`src/verilog/sphy_pkg.sv`:
```
// Package for the serial phy out-of-band and line coding block.
// Assumes a single 125 MHz clock; all times are converted to cycles here.
package sphy_pkg;
	// ---------------------------------------------------------------
	// Clock and signal times
	// ---------------------------------------------------------------
	localparam longint CLK_PS          = 8000;
	localparam longint BURST_PS        = 106700;
	localparam longint WAKE_GAP_PS     = 106700;
	localparam longint WAKE_MIN_PS     = 55000;
	localparam longint WAKE_MAX_PS     = 175000;
	localparam longint INIT_GAP_PS     = 320000;
	localparam longint INIT_MIN_PS     = 175000;
	localparam longint INIT_MAX_PS     = 525000;
	localparam longint SAS_GAP_PS      = 320000;
	localparam longint SAS_ON_MIN_PS   = 304000;
	localparam longint SAS_ON_MAX_PS   = 336000;
	localparam longint SAS_TO_PS       = 3500000;
	localparam longint HOTPLUG_PS      = 64'd100000000000;
	localparam longint UI_G1_FS        = 666667;
	localparam longint SNW_UI_MULT     = 4096 * 40;
	localparam longint ALIGN_TO_PS     = 64'd880000000;

	// ---------------------------------------------------------------
	// Cycle counts (wake and init least times round up, longest round down; SAS-identify the reverse)
	// ---------------------------------------------------------------
	localparam logic [7:0] BURST_CYC    = 8'(BURST_PS / CLK_PS);
	localparam logic [7:0] WAKE_GAP_CYC = 8'(WAKE_GAP_PS / CLK_PS);
	localparam logic [7:0] INIT_GAP_CYC = 8'(INIT_GAP_PS / CLK_PS);
	localparam logic [7:0] SAS_GAP_CYC  = 8'(SAS_GAP_PS / CLK_PS);
	localparam logic [7:0] WAKE_MIN_CYC = 8'((WAKE_MIN_PS + CLK_PS - 1) / CLK_PS);
	localparam logic [7:0] WAKE_MAX_CYC = 8'(WAKE_MAX_PS / CLK_PS);
	localparam logic [7:0] INIT_MIN_CYC = 8'((INIT_MIN_PS + CLK_PS - 1) / CLK_PS);
	localparam logic [7:0] INIT_MAX_CYC = 8'(INIT_MAX_PS / CLK_PS);
	localparam logic [7:0] SAS_MIN_CYC  = 8'(SAS_ON_MIN_PS / CLK_PS);
	localparam logic [7:0] SAS_MAX_CYC  = 8'((SAS_ON_MAX_PS + CLK_PS - 1) / CLK_PS);
	localparam logic [31:0] SAS_TO_CYC  = 32'(SAS_TO_PS / CLK_PS);
	localparam int HOTPLUG_CYC_DEF      = int'(HOTPLUG_PS / CLK_PS);
	localparam int SNW_CYC_DEF          = int'((UI_G1_FS * SNW_UI_MULT) / (CLK_PS * 1000));
	localparam int ALIGN_TO_CYC_DEF     = int'(ALIGN_TO_PS / CLK_PS);

	// ---------------------------------------------------------------
	// Signal repetition and characters
	// ---------------------------------------------------------------
	localparam logic [2:0] TX_REPS      = 3'd6;
	localparam logic [2:0] RX_REPS      = 3'd4;
	localparam logic [7:0] GAP_SAT      = 8'hFF;
	localparam logic [7:0] CHAR_K28_3   = 8'h7C;
	localparam logic [7:0] CHAR_K28_5   = 8'hBC;

	typedef enum logic [1:0] {
		SPHY_OOB_NONE = 2'h0,
		SPHY_OOB_WAKE = 2'h1,
		SPHY_OOB_INIT = 2'h2,
		SPHY_OOB_SAS  = 2'h3
	} sphy_oob_t;

	typedef enum logic [6:0] {
		SPHY_ST_RESET     = 7'h01,
		SPHY_ST_AWAIT_COM = 7'h02,
		SPHY_ST_SEND_SAS  = 7'h04,
		SPHY_ST_AWAIT_SAS = 7'h08,
		SPHY_ST_SAS_LINK  = 7'h10,
		SPHY_ST_HOLDOFF   = 7'h20,
		SPHY_ST_SATA_LINK = 7'h40
	} sphy_state_t;
endpackage : sphy_pkg
```
`src/verilog/sphy_oob_core.sv`:
```
// Out-of-band signal generator, detector, reset handshake and dword framing for one phy.
// Assumes a squelch envelope and a decoded receive dword, both synchronous to i_mclk.
// Operation
// - Transmitter never spreads its clock; expander receiver tolerates spread input.
// - Received SATA data is retimed onto the local clock before forwarding.
// - Data bytes travel as 8b10b data characters; others are control characters.
// - Four characters form a dword; primitive is control first, then three data.
// - Tunnelled SATA primitives open with K28.3; all others with K28.5.
// - Each link keeps its own running disparity; re-encode for the outgoing link.
// - Signals are 160 UI bursts plus idle gaps; gap length alone tells the type.
// - Send six repetitions; report detection after four received repetitions.
// - Wake gap nominal 106.7 ns, accepted between 55 ns and 175 ns.
// - Init and reset share one pattern with a nominal 320 ns gap.
// - Received signals are never forwarded; each link runs its own reset.
// - Detector flags each recognised type; generator flags each sent six-burst.
// - Bursts go out at first generation rate, never faster than slowest rate; the first burst cycle follows i_link_gen2.
// - Detection depends on gap durations only, at any rate; burst length is not checked.
// - SAS-identify detector rejects spacings below 175 ns or above 525 ns.
// - SAS-identify detector accepts every spacing from 304 ns to 336 ns.
// - SAS-identify transmit spacing nominal 320 ns, within 310.4 to 329.6 ns.
// - Hot-plug retry timer, nominal 100 ms, allowed between 10 and 500 ms.
// - A rate change completes within 320 ns.
// - Speed negotiation window lasts 4096 times 40 first generation UI.
// - ALIGN detect timeout is at most 880 us.
// - Send SAS-identify during calibration to announce a SAS phy.
// - Init reply or 3.5 us silence after SAS-identify means a SATA partner.
// - Resend init whenever hot-plug timeout expires without init received.
// - After failed speed negotiation, wait one hot-plug timeout before retrying.
module sphy_oob_core
	import sphy_pkg::*;
#(
	parameter int HOTPLUG_CYC  = HOTPLUG_CYC_DEF,
	parameter int SNW_CYC      = SNW_CYC_DEF,
	parameter int ALIGN_TO_CYC = ALIGN_TO_CYC_DEF
) (
	input  wire logic        i_mclk,
	input  wire logic        i_sys_rst,
	input  wire logic        i_squelch_on,
	input  wire logic        i_phy_rst_req,
	input  wire logic        i_wake_req,
	input  wire logic        i_sn_fail,
	input  wire logic        i_link_gen2,
	input  wire logic        i_rx_align,
	input  wire logic [31:0] i_rx_data,
	input  wire logic [3:0]  i_rx_k,
	input  wire logic        i_tx_rd_flip,
	output logic             o_tx_burst,
	output logic             o_tx_gen2,
	output logic             o_ssc_en,
	output logic             o_tx_rd_pos,
	output logic             o_wake_oob_signal_detected_flag,
	output logic             o_init_oob_signal_detected_flag,
	output logic             o_sas_oob_signal_detected_flag,
	output logic             o_wake_oob_burst_sent_flag,
	output logic             o_init_oob_burst_sent_flag,
	output logic             o_sas_oob_burst_sent_flag,
	output logic             o_sas_attached,
	output logic             o_sata_attached,
	output logic             o_snw_expired,
	output logic [31:0]      o_rx_data,
	output logic [3:0]       o_rx_k,
	output logic             o_rx_prim,
	output logic             o_rx_stp_prim,
	output logic             o_rx_native_prim
);
	// ---------------------------------------------------------------
	// Detector: squelch-gated gap timing
	// ---------------------------------------------------------------
	logic       sq_prev_r, sq_prev_nxt;
	logic       in_gap_r, in_gap_nxt;
	logic [7:0] gap_cnt_r, gap_cnt_nxt;
	logic [2:0] rep_cnt_r, rep_cnt_nxt;
	sphy_oob_t  rep_type_r, rep_type_nxt;
	logic [2:0] det_r, det_nxt;
	sphy_oob_t  gap_type;

	always_comb begin
		sq_prev_nxt  = i_squelch_on;
		in_gap_nxt   = in_gap_r;
		gap_cnt_nxt  = gap_cnt_r;
		rep_cnt_nxt  = rep_cnt_r;
		rep_type_nxt = rep_type_r;
		det_nxt      = 3'h0;
		gap_type     = SPHY_OOB_NONE;
		// Only time matters, so any ALIGN rate that fills the envelope works
		if (sq_prev_r && !i_squelch_on) begin
			in_gap_nxt  = 1'b1;
			gap_cnt_nxt = 8'h01;
		end else if (in_gap_r && !i_squelch_on) begin
			if (gap_cnt_r != GAP_SAT)
				gap_cnt_nxt = gap_cnt_r + 8'h01;
			else
				rep_cnt_nxt = 3'h0;
		end else if (in_gap_r && i_squelch_on) begin
			in_gap_nxt = 1'b0;
			// Identify window overlaps the init window and wins there
			if (gap_cnt_r >= SAS_MIN_CYC && gap_cnt_r <= SAS_MAX_CYC)
				gap_type = SPHY_OOB_SAS;
			else if (gap_cnt_r >= INIT_MIN_CYC && gap_cnt_r <= INIT_MAX_CYC)
				gap_type = SPHY_OOB_INIT;
			else if (gap_cnt_r >= WAKE_MIN_CYC && gap_cnt_r <= WAKE_MAX_CYC)
				gap_type = SPHY_OOB_WAKE;
			if (gap_type == SPHY_OOB_NONE) begin
				rep_cnt_nxt = 3'h0;
			end else if (gap_type == rep_type_r && rep_cnt_r != 3'h0) begin
				rep_cnt_nxt = rep_cnt_r + 3'h1;
			end else begin
				rep_cnt_nxt  = 3'h1;
				rep_type_nxt = gap_type;
			end
			if (rep_cnt_nxt == RX_REPS) begin
				rep_cnt_nxt = 3'h0;
				det_nxt[gap_type - 2'h1] = 1'b1;
			end
		end
	end

	always_ff @(posedge i_mclk) begin
		if (i_sys_rst) begin
			sq_prev_r  <= 1'b0;
			in_gap_r   <= 1'b0;
			gap_cnt_r  <= 8'h00;
			rep_cnt_r  <= 3'h0;
			rep_type_r <= SPHY_OOB_NONE;
			det_r      <= 3'h0;
		end else begin
			sq_prev_r  <= sq_prev_nxt;
			in_gap_r   <= in_gap_nxt;
			gap_cnt_r  <= gap_cnt_nxt;
			rep_cnt_r  <= rep_cnt_nxt;
			rep_type_r <= rep_type_nxt;
			det_r      <= det_nxt;
		end
	end

	// ---------------------------------------------------------------
	// Generator, reset handshake and timers
	// ---------------------------------------------------------------
	sphy_state_t st_r, st_nxt;
	logic        gen_busy_r, gen_busy_nxt;
	logic        gen_burst_r, gen_burst_nxt;
	sphy_oob_t   gen_type_r, gen_type_nxt;
	logic [2:0]  gen_rep_r, gen_rep_nxt;
	logic [7:0]  gen_cnt_r, gen_cnt_nxt;
	logic [2:0]  sent_r, sent_nxt;
	logic        seen_init_r, seen_init_nxt;
	logic        seen_sas_r, seen_sas_nxt;
	logic        aligned_r, aligned_nxt;
	logic [31:0] tmr_r, tmr_nxt;
	logic        snw_r, snw_nxt;
	logic        gen2_r, gen2_nxt;
	logic        rd_pos_r, rd_pos_nxt;
	logic        gen_start;
	sphy_oob_t   gen_req;
	logic [7:0]  gen_gap;

	always_comb begin
		st_nxt        = st_r;
		gen_busy_nxt  = gen_busy_r;
		gen_burst_nxt = gen_burst_r;
		gen_type_nxt  = gen_type_r;
		gen_rep_nxt   = gen_rep_r;
		gen_cnt_nxt   = gen_cnt_r;
		sent_nxt      = 3'h0;
		seen_init_nxt = seen_init_r;
		seen_sas_nxt  = seen_sas_r | det_r[2];
		aligned_nxt   = aligned_r | i_rx_align;
		tmr_nxt       = tmr_r + 32'h1;
		snw_nxt       = 1'b0;
		gen_start     = 1'b0;
		gen_req       = SPHY_OOB_NONE;
		// Identify and init share the 320 ns spacing, inside the transmit limits
		gen_gap       = (gen_type_r == SPHY_OOB_WAKE) ? WAKE_GAP_CYC :
		                (gen_type_r == SPHY_OOB_SAS) ? SAS_GAP_CYC : INIT_GAP_CYC;
		// Rate drops to first generation one cycle after a burst sequence starts; link rate applies whenever the generator is idle
		gen2_nxt      = i_link_gen2 && !gen_busy_r;
		rd_pos_nxt    = rd_pos_r ^ i_tx_rd_flip;

		// Signals are generated locally only, never relayed from the receiver
		unique case (st_r)
			SPHY_ST_RESET: begin
				seen_init_nxt = seen_init_r | det_r[1];
				// No fresh set once the sent flag moves the state on; it would leak out
				gen_start     = !gen_busy_r && !i_phy_rst_req && !sent_r[1];
				gen_req       = SPHY_OOB_INIT;
				if (sent_r[1] && !i_phy_rst_req)
					st_nxt = (seen_init_r || det_r[1]) ? SPHY_ST_SEND_SAS : SPHY_ST_AWAIT_COM;
			end
			SPHY_ST_AWAIT_COM: begin
				if (det_r[1] || det_r[2])
					st_nxt = SPHY_ST_SEND_SAS;
				else if (tmr_r >= 32'(HOTPLUG_CYC - 1))
					st_nxt = SPHY_ST_RESET;
			end
			SPHY_ST_SEND_SAS: begin
				gen_start = !gen_busy_r && !sent_r[2];
				gen_req   = SPHY_OOB_SAS;
				if (sent_r[2])
					st_nxt = (seen_sas_r || det_r[2]) ? SPHY_ST_SAS_LINK : SPHY_ST_AWAIT_SAS;
			end
			SPHY_ST_AWAIT_SAS: begin
				if (det_r[2])
					st_nxt = SPHY_ST_SAS_LINK;
				else if (det_r[1] || tmr_r >= SAS_TO_CYC - 32'h1)
					st_nxt = SPHY_ST_SATA_LINK;
			end
			SPHY_ST_SAS_LINK: begin
				if (tmr_r >= 32'(SNW_CYC - 1)) begin
					tmr_nxt = 32'h0;
					snw_nxt = 1'b1;
				end
				if (i_sn_fail)
					st_nxt = SPHY_ST_HOLDOFF;
				else if (det_r[1])
					st_nxt = SPHY_ST_RESET;
			end
			SPHY_ST_HOLDOFF: begin
				if (tmr_r >= 32'(HOTPLUG_CYC - 1))
					st_nxt = SPHY_ST_AWAIT_COM;
			end
			SPHY_ST_SATA_LINK: begin
				gen_start = i_wake_req && !gen_busy_r;
				gen_req   = SPHY_OOB_WAKE;
				if (det_r[1] || (!aligned_r && tmr_r >= 32'(ALIGN_TO_CYC - 1)))
					st_nxt = SPHY_ST_RESET;
			end
		endcase
		if (i_phy_rst_req)
			st_nxt = SPHY_ST_RESET;
		if (st_nxt != st_r) begin
			tmr_nxt     = 32'h0;
			// An ALIGN in the entry cycle still counts
			aligned_nxt = i_rx_align;
			if (st_nxt == SPHY_ST_RESET) begin
				seen_init_nxt = 1'b0;
				seen_sas_nxt  = 1'b0;
			end
		end

		// Six bursts with their gaps, then a one-cycle sent flag
		if (gen_start) begin
			gen_busy_nxt  = 1'b1;
			gen_burst_nxt = 1'b1;
			gen_type_nxt  = gen_req;
			gen_rep_nxt   = 3'h0;
			gen_cnt_nxt   = 8'h01;
		end else if (gen_busy_r) begin
			gen_cnt_nxt = gen_cnt_r + 8'h01;
			if (gen_burst_r && gen_cnt_r == BURST_CYC) begin
				gen_burst_nxt = 1'b0;
				gen_cnt_nxt   = 8'h01;
			end else if (!gen_burst_r && gen_cnt_r == gen_gap) begin
				gen_cnt_nxt = 8'h01;
				gen_rep_nxt = gen_rep_r + 3'h1;
				if (gen_rep_r == TX_REPS - 3'h1) begin
					gen_busy_nxt = 1'b0;
					sent_nxt[gen_type_r - 2'h1] = 1'b1;
				end else begin
					gen_burst_nxt = 1'b1;
				end
			end
		end
	end

	always_ff @(posedge i_mclk) begin
		if (i_sys_rst) begin
			st_r        <= SPHY_ST_RESET;
			gen_busy_r  <= 1'b0;
			gen_burst_r <= 1'b0;
			gen_type_r  <= SPHY_OOB_NONE;
			gen_rep_r   <= 3'h0;
			gen_cnt_r   <= 8'h00;
			sent_r      <= 3'h0;
			seen_init_r <= 1'b0;
			seen_sas_r  <= 1'b0;
			aligned_r   <= 1'b0;
			tmr_r       <= 32'h0;
			snw_r       <= 1'b0;
			gen2_r      <= 1'b0;
			rd_pos_r    <= 1'b0;
		end else begin
			st_r        <= st_nxt;
			gen_busy_r  <= gen_busy_nxt;
			gen_burst_r <= gen_burst_nxt;
			gen_type_r  <= gen_type_nxt;
			gen_rep_r   <= gen_rep_nxt;
			gen_cnt_r   <= gen_cnt_nxt;
			sent_r      <= sent_nxt;
			seen_init_r <= seen_init_nxt;
			seen_sas_r  <= seen_sas_nxt;
			aligned_r   <= aligned_nxt;
			tmr_r       <= tmr_nxt;
			snw_r       <= snw_nxt;
			gen2_r      <= gen2_nxt;
			rd_pos_r    <= rd_pos_nxt;
		end
	end

	// ---------------------------------------------------------------
	// Receive dword retiming and primitive classification
	// ---------------------------------------------------------------
	logic [31:0] rx_data_r, rx_data_nxt;
	logic [3:0]  rx_k_r, rx_k_nxt;
	logic [2:0]  prim_r, prim_nxt;

	always_comb begin
		rx_data_nxt = i_rx_data;
		rx_k_nxt    = i_rx_k;
		prim_nxt    = 3'h0;
		// Byte 0 is the first character of the dword
		if (i_rx_k == 4'h1) begin
			prim_nxt[0] = 1'b1;
			prim_nxt[1] = (i_rx_data[7:0] == CHAR_K28_3);
			prim_nxt[2] = (i_rx_data[7:0] == CHAR_K28_5);
		end
	end

	always_ff @(posedge i_mclk) begin
		if (i_sys_rst) begin
			rx_data_r <= 32'h0;
			rx_k_r    <= 4'h0;
			prim_r    <= 3'h0;
		end else begin
			rx_data_r <= rx_data_nxt;
			rx_k_r    <= rx_k_nxt;
			prim_r    <= prim_nxt;
		end
	end

	// ---------------------------------------------------------------
	// Outputs from flip-flops, except o_ssc_en tied low and the attached flags decoded from st_r
	// ---------------------------------------------------------------
	assign o_tx_burst                      = gen_burst_r;
	assign o_tx_gen2                       = gen2_r;
	assign o_ssc_en                        = 1'b0;
	assign o_tx_rd_pos                     = rd_pos_r;
	assign o_wake_oob_signal_detected_flag = det_r[0];
	assign o_init_oob_signal_detected_flag = det_r[1];
	assign o_sas_oob_signal_detected_flag  = det_r[2];
	assign o_wake_oob_burst_sent_flag      = sent_r[0];
	assign o_init_oob_burst_sent_flag      = sent_r[1];
	assign o_sas_oob_burst_sent_flag       = sent_r[2];
	assign o_sas_attached                  = (st_r == SPHY_ST_SAS_LINK);
	assign o_sata_attached                 = (st_r == SPHY_ST_SATA_LINK);
	assign o_snw_expired                   = snw_r;
	assign o_rx_data                       = rx_data_r;
	assign o_rx_k                          = rx_k_r;
	assign o_rx_prim                       = prim_r[0];
	assign o_rx_stp_prim                   = prim_r[1];
	assign o_rx_native_prim                = prim_r[2];
endmodule : sphy_oob_core

```
`config.mk`:
```
export PLATFORM = sky130hd
export DESIGN_NAME = sphy_oob_core
export DESIGN_NICKNAME = d
export VERILOG_FILES = /design/src/verilog/sphy_pkg.sv /design/src/verilog/sphy_oob_core.sv
export SDC_FILE = /design/constraint.sdc
export NUM_CORES = 1
export LEC_CHECK = 0
export ABC_AREA = 1
export BUFFER_PORTS_ARGS = -buffer_cell sky130_fd_sc_hd__buf_2
export CORE_ASPECT_RATIO = 1.2
export CORE_MARGIN = 1
export CORE_UTILIZATION = 39
export CTS_CLUSTER_DIAMETER = 30
export DETAILED_ROUTE_END_ITERATION = 8
export GPL_TIMING_DRIVEN = 0
export MAX_ROUTING_LAYER = met4
export PLACE_DENSITY = 0.64
export SLEW_MARGIN = 20
export SYNTH_ARGS = -nofsm -noshare
export SYNTH_HDL_FRONTEND = slang
export SYNTH_SLANG_ARGS = --single-unit
```
`constraint.sdc`:
```
create_clock -name i_mclk -period 5.15 [get_ports i_mclk]
set_clock_uncertainty 0.15 [all_clocks]
set_input_delay 0.2575 -clock i_mclk [delete_from_list [all_inputs] [get_ports i_mclk]]
set_output_delay 0.2575 -clock i_mclk [all_outputs]
set_load 0.01 [all_outputs]
```
Word level (Yosys, flattened, before mapping)
Cells that the tools add are included.
- input bits: 45
- word-level logic and storage cells: 203
- latch bits: 0
- register bits after elaboration: 120
- bits in writable memories: 0
- memories: 0
- ROM bits: 0
- output and inout port bits: 52
- shift-type cells: 0
- divide/modulo/power cells: 0
- order comparisons: 14
- add/sub/neg operators: 7
- mux-type cells: 66
- equal/unequal tests: 22
- bitwise operators: 16
- reductions and logical operators: 52
- multipliers: 0
- operators with widths (cell ; count):
    7-bit two-way mux ; 11
    32-bit two-way mux ; 2
    7-bit one-hot mux with 7 select lines ; 1
    32-bit by 1-bit adder with 32-bit output, second input constant ; 1
    32-bit by 14-bit >= comparator with 1-bit output, second input constant ; 1
    32-bit by 17-bit >= comparator with 1-bit output, second input constant ; 1
    32-bit by 24-bit >= comparator with 1-bit output, second input constant ; 1
    32-bit by 9-bit >= comparator with 1-bit output, second input constant ; 1
    3-bit two-way mux ; 10
    1-bit two-way mux ; 29
    1-bit logical AND ; 18
    8-bit by 1-bit adder with 8-bit output, second input constant ; 2
    8-bit two-way mux ; 2
    7-bit by 1-bit == test with 1-bit output, second input constant ; 2
    1-bit NOT ; 12
    2-bit two-way mux ; 5
    2-bit nonzero test ; 5
    2-bit OR reduction ; 5
    3-bit AND reduction ; 3
    8-bit by 4-bit == test with 1-bit output, second input constant ; 1
    8-bit by 6-bit == test with 1-bit output ; 1
    8-bit by 7-bit == test with 1-bit output, second input constant ; 1
    8-bit == test, second input constant ; 1
    8-bit by 3-bit >= comparator with 1-bit output, second input constant ; 1
    other kinds (38) ; 60

Logic depth before layout (Yosys ltp)
Gate-level depths: netlist of run 1.
- depth in word-level cells: 19
- gate-level depth with buffers: 19
- mapped depth without buffers: 18

Worst setup path after synthesis of run 1
OpenSTA, ideal clock, no wires.
- kind: reg2reg
- start point: register tmr_r[0]
- end point: register tmr_r[26]
- required time: 4883 ps
- buffers on the path: 0
- data arrival time: 2009 ps
- setup slack: 2874 ps
- library setup time: 117 ps
- cell stages (with the launch flop): 14
- period minus slack after synthesis: 2276 ps
- cells stage by stage: dfxtp_1 -> ha_1 -> nand2_1 -> nor2_2 -> nand3_1 -> nor2_1 -> nand2_1 -> nor2_1 -> nand3_1 -> nor3_1 -> nand4_1 -> or2_0 -> nand3_1 -> nor2_1
- cells in the longest elaborated chain, start to end: 8
- elaborated cells between the ends (all ways): 20
- classes of those cells: add/sub (1); order compare (4); eq/ne (1); mux (10); reduce/logical (4)
- RTL lines (item ; line ; text):
    start, declared ; sphy_oob_core.sv:149 ; logic [31:0] tmr_r, tmr_nxt;
    start signal, assigned ; sphy_oob_core.sv:292 ; tmr_r <= tmr_nxt;
    32-bit by 9-bit >= comparator with 1-bit output / 32-bit by 17-bit >= comparator with 1-bit output (equally long branches) ; sphy_oob_core.sv:204, sphy_oob_core.sv:224 ;
    1-bit logical OR / 1-bit logical AND (equally long branches) ; sphy_oob_core.sv:204, sphy_oob_core.sv:224 ;
    7-bit two-way mux / 1-bit logical OR (equally long branches) ; sphy_oob_core.sv:204, sphy_oob_core.sv:224 ;
    7-bit two-way mux (on tied branches) ; sphy_oob_core.sv:202, sphy_oob_core.sv:224 ;
    7-bit one-hot mux with 7 select lines ; sphy_oob_core.sv:180 ; unique case (st_r)
    7-bit two-way mux ; sphy_oob_core.sv:228 ; if (i_phy_rst_req)
    7-bit != test ; sphy_oob_core.sv:230 ; if (st_nxt != st_r) begin
    2-bit OR reduction (no line) ; -- ;
Parallel ways exist; a longest one is shown, timed or not.
A chain may end at the register's enable or synchronous reset.

Worst setup path in the final report of run 1
Same ends and word-level chain as after synthesis.

==> metrics.yaml, run 1 <==
status: "finished clean"
synth_flop_cell: "dfxtp_1"
hold_violations: 0
rsz0062_at_grt: "no"
grt_usage: 0.194
maxCapViolCount: 0
final.setup.worst_slack_ps: 2390
num_vias: 5576
setup_viol: 0
powerDensity_nw_per_um2: 307
dp_cells: 1120
irDropWorstVdd_uv: 204
numCtsBuffers: 17
fin_nets: 1038
timing.slew.headroom: 0.507
synth-seq-area-share: 0.408
row_count: 48
crit_fanout: 4
cts_root_buffer: "clkbuf_16"
drcViolationCount: 0
syn_inst: 825
ys_warn_count: 0
cts_tree: "yes"
finalCritPeriodShare: 0.537
p_leak_nw: 3.50
grt-ovfl-total: 0
min_period_ps: 2760
insertion_delay_ps: 410
cts_buffer_depth: 2
path_buf_inv: 0
dp_hpwl_mm: 10.3
design_area_um2: 7660
drt_iter0_drc: 194
synth_area_per_cell_um2: 7.13
ys_async_sr_fraction: 0
area.growth.synth_to_final_pct: 30.3
place_ws_ps: 2350
htreeDepth: 4
clk_pin_slew_ps: 50
core_area_um2: 14500
grt_max_degree: 17
final_util: 0.527
wl_per_cell_um: 11.7
finalPower_mw: 2.35
synth_edf_count: 0
worst_pin_slew_ps: 733
drtPass1Iterations: 5
pin_count: 97
die-area_um2: 15600
grt_pass1_wl_mm: 23.1
critPathTopFamily: "simple AND/OR/NAND/NOR gates"
gp_congestion: 0.902
die_x_um: 114
die_y_um: 137
critPathSlowestCell: "nor3_1"
synth_cell_type_count: 50
max_freq_mhz: 362
synth.net_count: 882
setup_tns_ps: 0
diodes: 0
hold_class: "in -> reg"
synth_area_um2: 5880
cts.sinks: 120
vias_per_cell: 4.67
final_cells: 1194
drv_slew: 0
whs_ps: 82.4
antenna_found_initial: 0
worst_path_largest_cell_delay_ps: 420
startpoint_type: "flop"
ant_nets: 0
required_ps: 5290
start_util: 0.405
port_buffers: 95
cts_setup_buffers: 0
grt_pass1_vias: 5231
placed_area_um2: 6610
fillers: 1429
arrival_ps: 2900
crit_path_cell_trace: "ha_1 > nand2_1 > nor2_2 > nand3_1 > nor2_1 > nand2_1 > nor2_1 > nand3_1 > nor3_1 > nand4_1 > or2_0 > nand3_1 > nor2_1"
drive_above_1_share: 0.187
endpoint_kind: "flop"
crit_type: "reg -> reg"
ys_seq_elements: 120
wl_mm: 14.0
## power breakdown
group,switching (mW),internal (mW)
Sequential,0.00963,0.953
Clock,0.419,0.828
Combinational,0.0762,0.0651
Total,0.505,1.85
## worst reg2reg max path, cell delays in order (launching register included)
cell and delay (ps):
dfxtp_1 370, ha_1 200, nand2_1 70, nor2_2 160
nand3_1 150, nor2_1 110, nand2_1 100, nor2_1 230
nand3_1 150, nor3_1 420, nand4_1 170, or2_0 240
nand3_1 70, nor2_1 50
## registers in the layout, summed over array words and instances, names as in the netlist, 2 cells and up
register	cells
det_r	3
gen_type_r	2
gap_cnt_r	8
gen_cnt_r	8
prim_r	3
rep_cnt_r	3
sent_r	3
rep_type_r	2
gen_rep_r	3
st_r	7
o_rx_data	32
tmr_r	32
o_rx_k	4
## synthesized netlist by cell type, drive strengths merged, types with 4 or more instances
cell type / n / area (µm²)
a211oi: 4 / 30.0
nand2: 155 / 602
o21ai: 24 / 124
or2: 6 / 37.5
clkbuf: 7 / 26.3
nor3: 21 / 115
inv: 136 / 510
xnor2: 9 / 78.8
o22ai: 4 / 25.0
buf: 6 / 42.5
xor2: 11 / 96.3
dfxtp: 120 / 2400
nand4: 27 / 226
nor2: 163 / 707
ha: 12 / 150
nor4: 10 / 62.6
nand3: 60 / 338
a21oi: 26 / 130
## final timing paths
kind,start,to,slack [ps],cells after the start
max,tmr_r[0]$_SDFF_PP0_,tmr_r[26]$_SDFF_PP0_,2390,13
min reg2reg,gen_type_r[1]$_SDFFE_PP0P_,sent_r[0]$_SDFF_PP0_,270,1
max reg2reg,tmr_r[0]$_SDFF_PP0_,tmr_r[26]$_SDFF_PP0_,2390,13
min,i_sys_rst,sent_r[1]$_SDFF_PP0_,80,4
## cell type report
class / instances / area, µm² / area share
multi-input cells: 555 / 2900 / 0.378
plain buffers: 13 / 68.8 / 0.00898
inverters: 137 / 514 / 0.0671
clock buffers: 23 / 498 / 0.0650
flip-flops and latches: 120 / 2400 / 0.313
repair buffers: 137 / 896 / 0.117
clock inverters: 9 / 138 / 0.0180
well taps: 200 / 250 / 0.0327
## per-layer routing
layer,vias to the layer above,share of wire,global-route usage
met5,-,0,-
met4,0,0.018,0.0700
met3,19,0.034,0.0407
met2,106,0.50,0.334
met1,2510,0.44,0.221
li1,2941,-,-
## what timing repair did
| action | CTS | global route |
|---|---|---|
| hold buffers | 42 | 0 |
| endpoints found under the hold margin | 44 | 0 |
| resized for setup | 0 | 0 |
## logic make-up (layout without fill, tap and decap cells)
kind of cell	after synthesis	in the layout	synth area share
AO/OA/AOI/OAI	74	74	0.0745
XOR/XNOR	20	20	0.0298
adder cells (fa/ha/maj)	12	12	0.0255
buffers and inverters	150	319	0.0991
flip-flops	120	120	0.408
other	1	1	0.000638
AND/OR/NAND/NOR	448	448	0.362
## layout by cell type (no fill, tap or decap), drive strengths merged, types with 3 or more instances in the layout
cell         count
nor2           163
nand2          155
inv            137
dfxtp          120
buf            101
nand3           60
dlygate4sd3     42
clkbuf          30
nand4           27
a21oi           26
o21ai           24
nor3            21
ha              12
xor2            11
nor4            10
xnor2            9
or2              6
o22ai            4
a211oi           4
clkinvlp         4
bufinv           3
Power figures use the tool's default switching activity.
==> run 2: changes to the inputs <==
Settings changed: ABC_AREA 1 to 0.
Clock period 5.15 ns to 2.8 ns, I/O delays scaled along.
==> run 2 against run 1 <==
Effect of this change:
- the run now ends with design-rule violations, negative setup slack left
- setup slack lost 2400 ps
- highest routed layer unchanged
- flip-flop and latch count unchanged
- sequential power is 85% higher
- core utilization is 4.1 points higher
- largest power group unchanged
- largest cell class unchanged
==> metrics.yaml, run 2 <==
status: "complete, but fails checks"
violations: "design-rule violations, negative setup slack"
grt_pass1_vias: 5260  # +0.55%
synth_edf_count: 0  # unchanged
pin_count: 97  # unchanged
synth.net_count: 708  # -20%
grt_usage: 0.218  # +0.0244
regArea_um2: 2410  # +0.52%
antenna_found_initial: 0  # unchanged
arrival_ps: 3070  # +170 ps
dp_cells: 915  # -18%
worst_path_largest_cell_delay_ps: 470  # +50 ps
yosysMostFrequentCell: "dfxtp_1"
synth_cell_type_count: 66  # +32%
setup_viol: 27  # +27
num_vias: 5317  # -4.6%
endpoint_kind: "flop"
gp_congestion: 0.935  # +3.6%
drtPass1Iterations: 9  # +4
htreeDepth: 4  # unchanged
power.share.sequential: 0.403  # -0.007
cts_root_buffer: "clkbuf_16"
crit_path_cell_trace: "clkbuf_2 > nand2b_1 > o22ai_1 > and3_1 > a31oi_2 > xnor2_1 > nor4_4 > nand3_4 > buf_6 > buf_6 > nor2_1"
ys_warn_count: 0  # unchanged
drcViolationCount: 38  # +38
finalPower_mw: 4.41  # +87%
cell_internal_pwr_mw: 3.45  # +87%
worstHoldPathCells: 5  # +1
wl_per_cell_um: 15.3  # +30%
cts_buffer_depth: 2  # unchanged
crit_top_cell: "buf_6"
ys_async_sr_fraction: 0  # unchanged
critPathSlowestCell: "dfxtp_1"
layout_commonest_cell: "dfxtp_1"
rsz0062_at_grt: "yes"
final_util: 0.568  # +0.0407
insertion_delay_ps: 420  # about the same
ys_seq_elements: 120  # unchanged
final.setup.worst_slack_ps: -61.3  # -2450 ps
ant_nets: 0  # unchanged
die-area_um2: 14800  # -4.7%
fin_nets: 883  # -15%
grt_pass1_wl_mm: 25.0  # +8.0%
swShare: 0.217  # +0.00212
cts_tree: "yes"
fillers: 1230  # -14%
synth_area_leaders: "dfxtp_1 43%, nor2_1 6.2%, nor2b_1 4.5%"
startpoint_type: "flop"
hp-start: "i_wake_req"
critPathLaunch: "st_r[2]$_SDFF_PP0_"
core_area_um2: 13900  # -4.1%
hold_class: "in -> reg"
clk_pin_slew_ps: 50  # about the same
die_x_um: 111  # -2.4%
synth-seq-area-share: 0.429  # +0.0204
irDropWorstVdd_uv: 315  # +54%
crit_fanout: 10  # +6
synth.top_cell.area_share: 0.429  # +0.0204
reg2reg_depth: 11  # -2
drt_iter0_drc: 416  # +110%
final_cells: 1010  # -15%
wl_mm: 15.4  # +10%
start_util: 0.402  # -0.00278
numCtsBuffers: 17  # unchanged
row_count: 47  # -2.1%
drv_slew: 0  # unchanged
multi_input_area_um2: 3250  # +12%
grt-ovfl-total: 0  # unchanged
timing.slew.headroom: 0.580  # +0.0728
final_cell_mix: "114 x dfxtp_1, 95 x buf_2, 74 x nor2_1"
syn_inst: 651  # -21%
worst_pin_slew_ps: 630  # -103 ps
port_buffers: 93  # -2.1%
finalCritPeriodShare: 1.02  # +0.485
design_area_um2: 7920  # +3.3%
min_period_ps: 2860  # +97.7 ps
required_ps: 3010  # -2280 ps
dp_hpwl_mm: 10.0  # -2.9%
crit_type: "reg -> reg"
vias_per_cell: 5.26  # +13%
diodes: 0  # unchanged
synth_area_per_cell_um2: 8.60  # +21%
max_freq_mhz: 349  # -3.4%
die_y_um: 133  # -2.4%
powerDensity_nw_per_um2: 557  # +81%
drive_above_1_share: 0.272  # +0.0846
hold_violations: 0  # unchanged
clockPowerShare: 0.531  # about the same
yosysTopAreaCell: "dfxtp_1"
synth_area_um2: 5600  # -4.8%
area.growth.synth_to_final_pct: 41.3
synthTopCellsByCount: "120 x dfxtp_1, 92 x nor2_1, 43 x nand2_1"
cts.sinks: 120  # unchanged
maxCapViolCount: 0  # unchanged
synth_flop_cell: "dfxtp_1"
p_comb_frac: 0.065  # +0.005
regToRegStartpoint: "st_r[2]$_SDFF_PP0_"
netSwitchingPower_uw: 956  # +89%
grt_max_degree: 17  # unchanged
p_leak_nw: 3.22  # -8.1%
placed_area_um2: 6280  # -4.9%
==> run 2: metrics by stage <==
step                      setup TNS [ps]  hold slack (ps)  setup WS, ps
after floorplan                        0             65.8           125
after global placement            -17130              184          -446
after detailed placement          -16320              190          -426
after CTS                           -625             40.0         -34.2
after global routing               -2910              139          -128
final                               -845              106         -61.3
==> run 2: final cells by class <==
| cell class | instances | area share |
|---|---|---|
| flip-flops and latches | 120 | 0.305 |
| inverters | 27 | 0.0128 |
| multi-input cells | 470 | 0.410 |
| well taps | 171 | 0.0270 |
| clock inverters | 12 | 0.0218 |
| plain buffers | 28 | 0.0215 |
| repair buffers | 162 | 0.143 |
| clock buffers | 20 | 0.0590 |
==> run 2: power by group through the flow <==
| stage | Combinational (mW) | Sequential (mW) | Clock (mW) |
|---|---|---|---|
| after floorplan | 0.104 | 1.83 | 0 |
| after global placement | 0.209 | 1.81 | 0 |
| after detailed placement | 0.214 | 1.81 | 0 |
| after CTS | 0.283 | 1.77 | 2.38 |
| after global routing | 0.314 | 1.78 | 2.48 |
| final | 0.289 | 1.78 | 2.34 |
==> run 2: path summary, 6_finish.rpt <==
| check | end | slack (ps) |
|---|---|---|
| max | tmr_r[18]$_SDFF_PP0_ | -60 |
| min | gen_busy_r$_SDFF_PP0_ | 110 |
| max reg2reg | tmr_r[18]$_SDFF_PP0_ | -60 |
| min reg2reg | rep_cnt_r[1]$_SDFFE_PP0P_ | 330 |
==> run 2: kinds of logic after synthesis <==
group                    synth area share
buffers and inverters              0.0487
XOR/XNOR                           0.0688
other                            0.000669
AO/OA/AOI/OAI                       0.122
adder cells (fa/ha/maj)            0.0268
flip-flops                          0.429
AND/OR/NAND/NOR                     0.305
==> run 2: worst max-delay path: cells and delay by family (launching register included) <==
kind,cells,cell delay (ps)
AO/OA/AOI/OAI,2,360
flip-flops,1,470
buffers and inverters,3,610
AND/OR/NAND/NOR,5,1040
XOR/XNOR,1,150
==> run 2: repair_timing <==
item | CTS | global route
setup buffers | 15 | 9
cloned | 3 | 0
endpoints found under the setup margin | 50 | 49
hold endpoints to repair | 46 | 0
gates resized for setup | 43 | 51
hold buffers | 44 | 0
pin swaps | 33 | 13
==> run 2: layer usage <==
metal | track usage | vias to the layer above | wire [µm]
met5 | - | - | 0
met4 | 0.0968 | 0 | 412
met3 | 0.0560 | 33 | 882
met2 | 0.380 | 194 | 7780
met1 | 0.232 | 2480 | 6380
li1 | - | 2610 | -
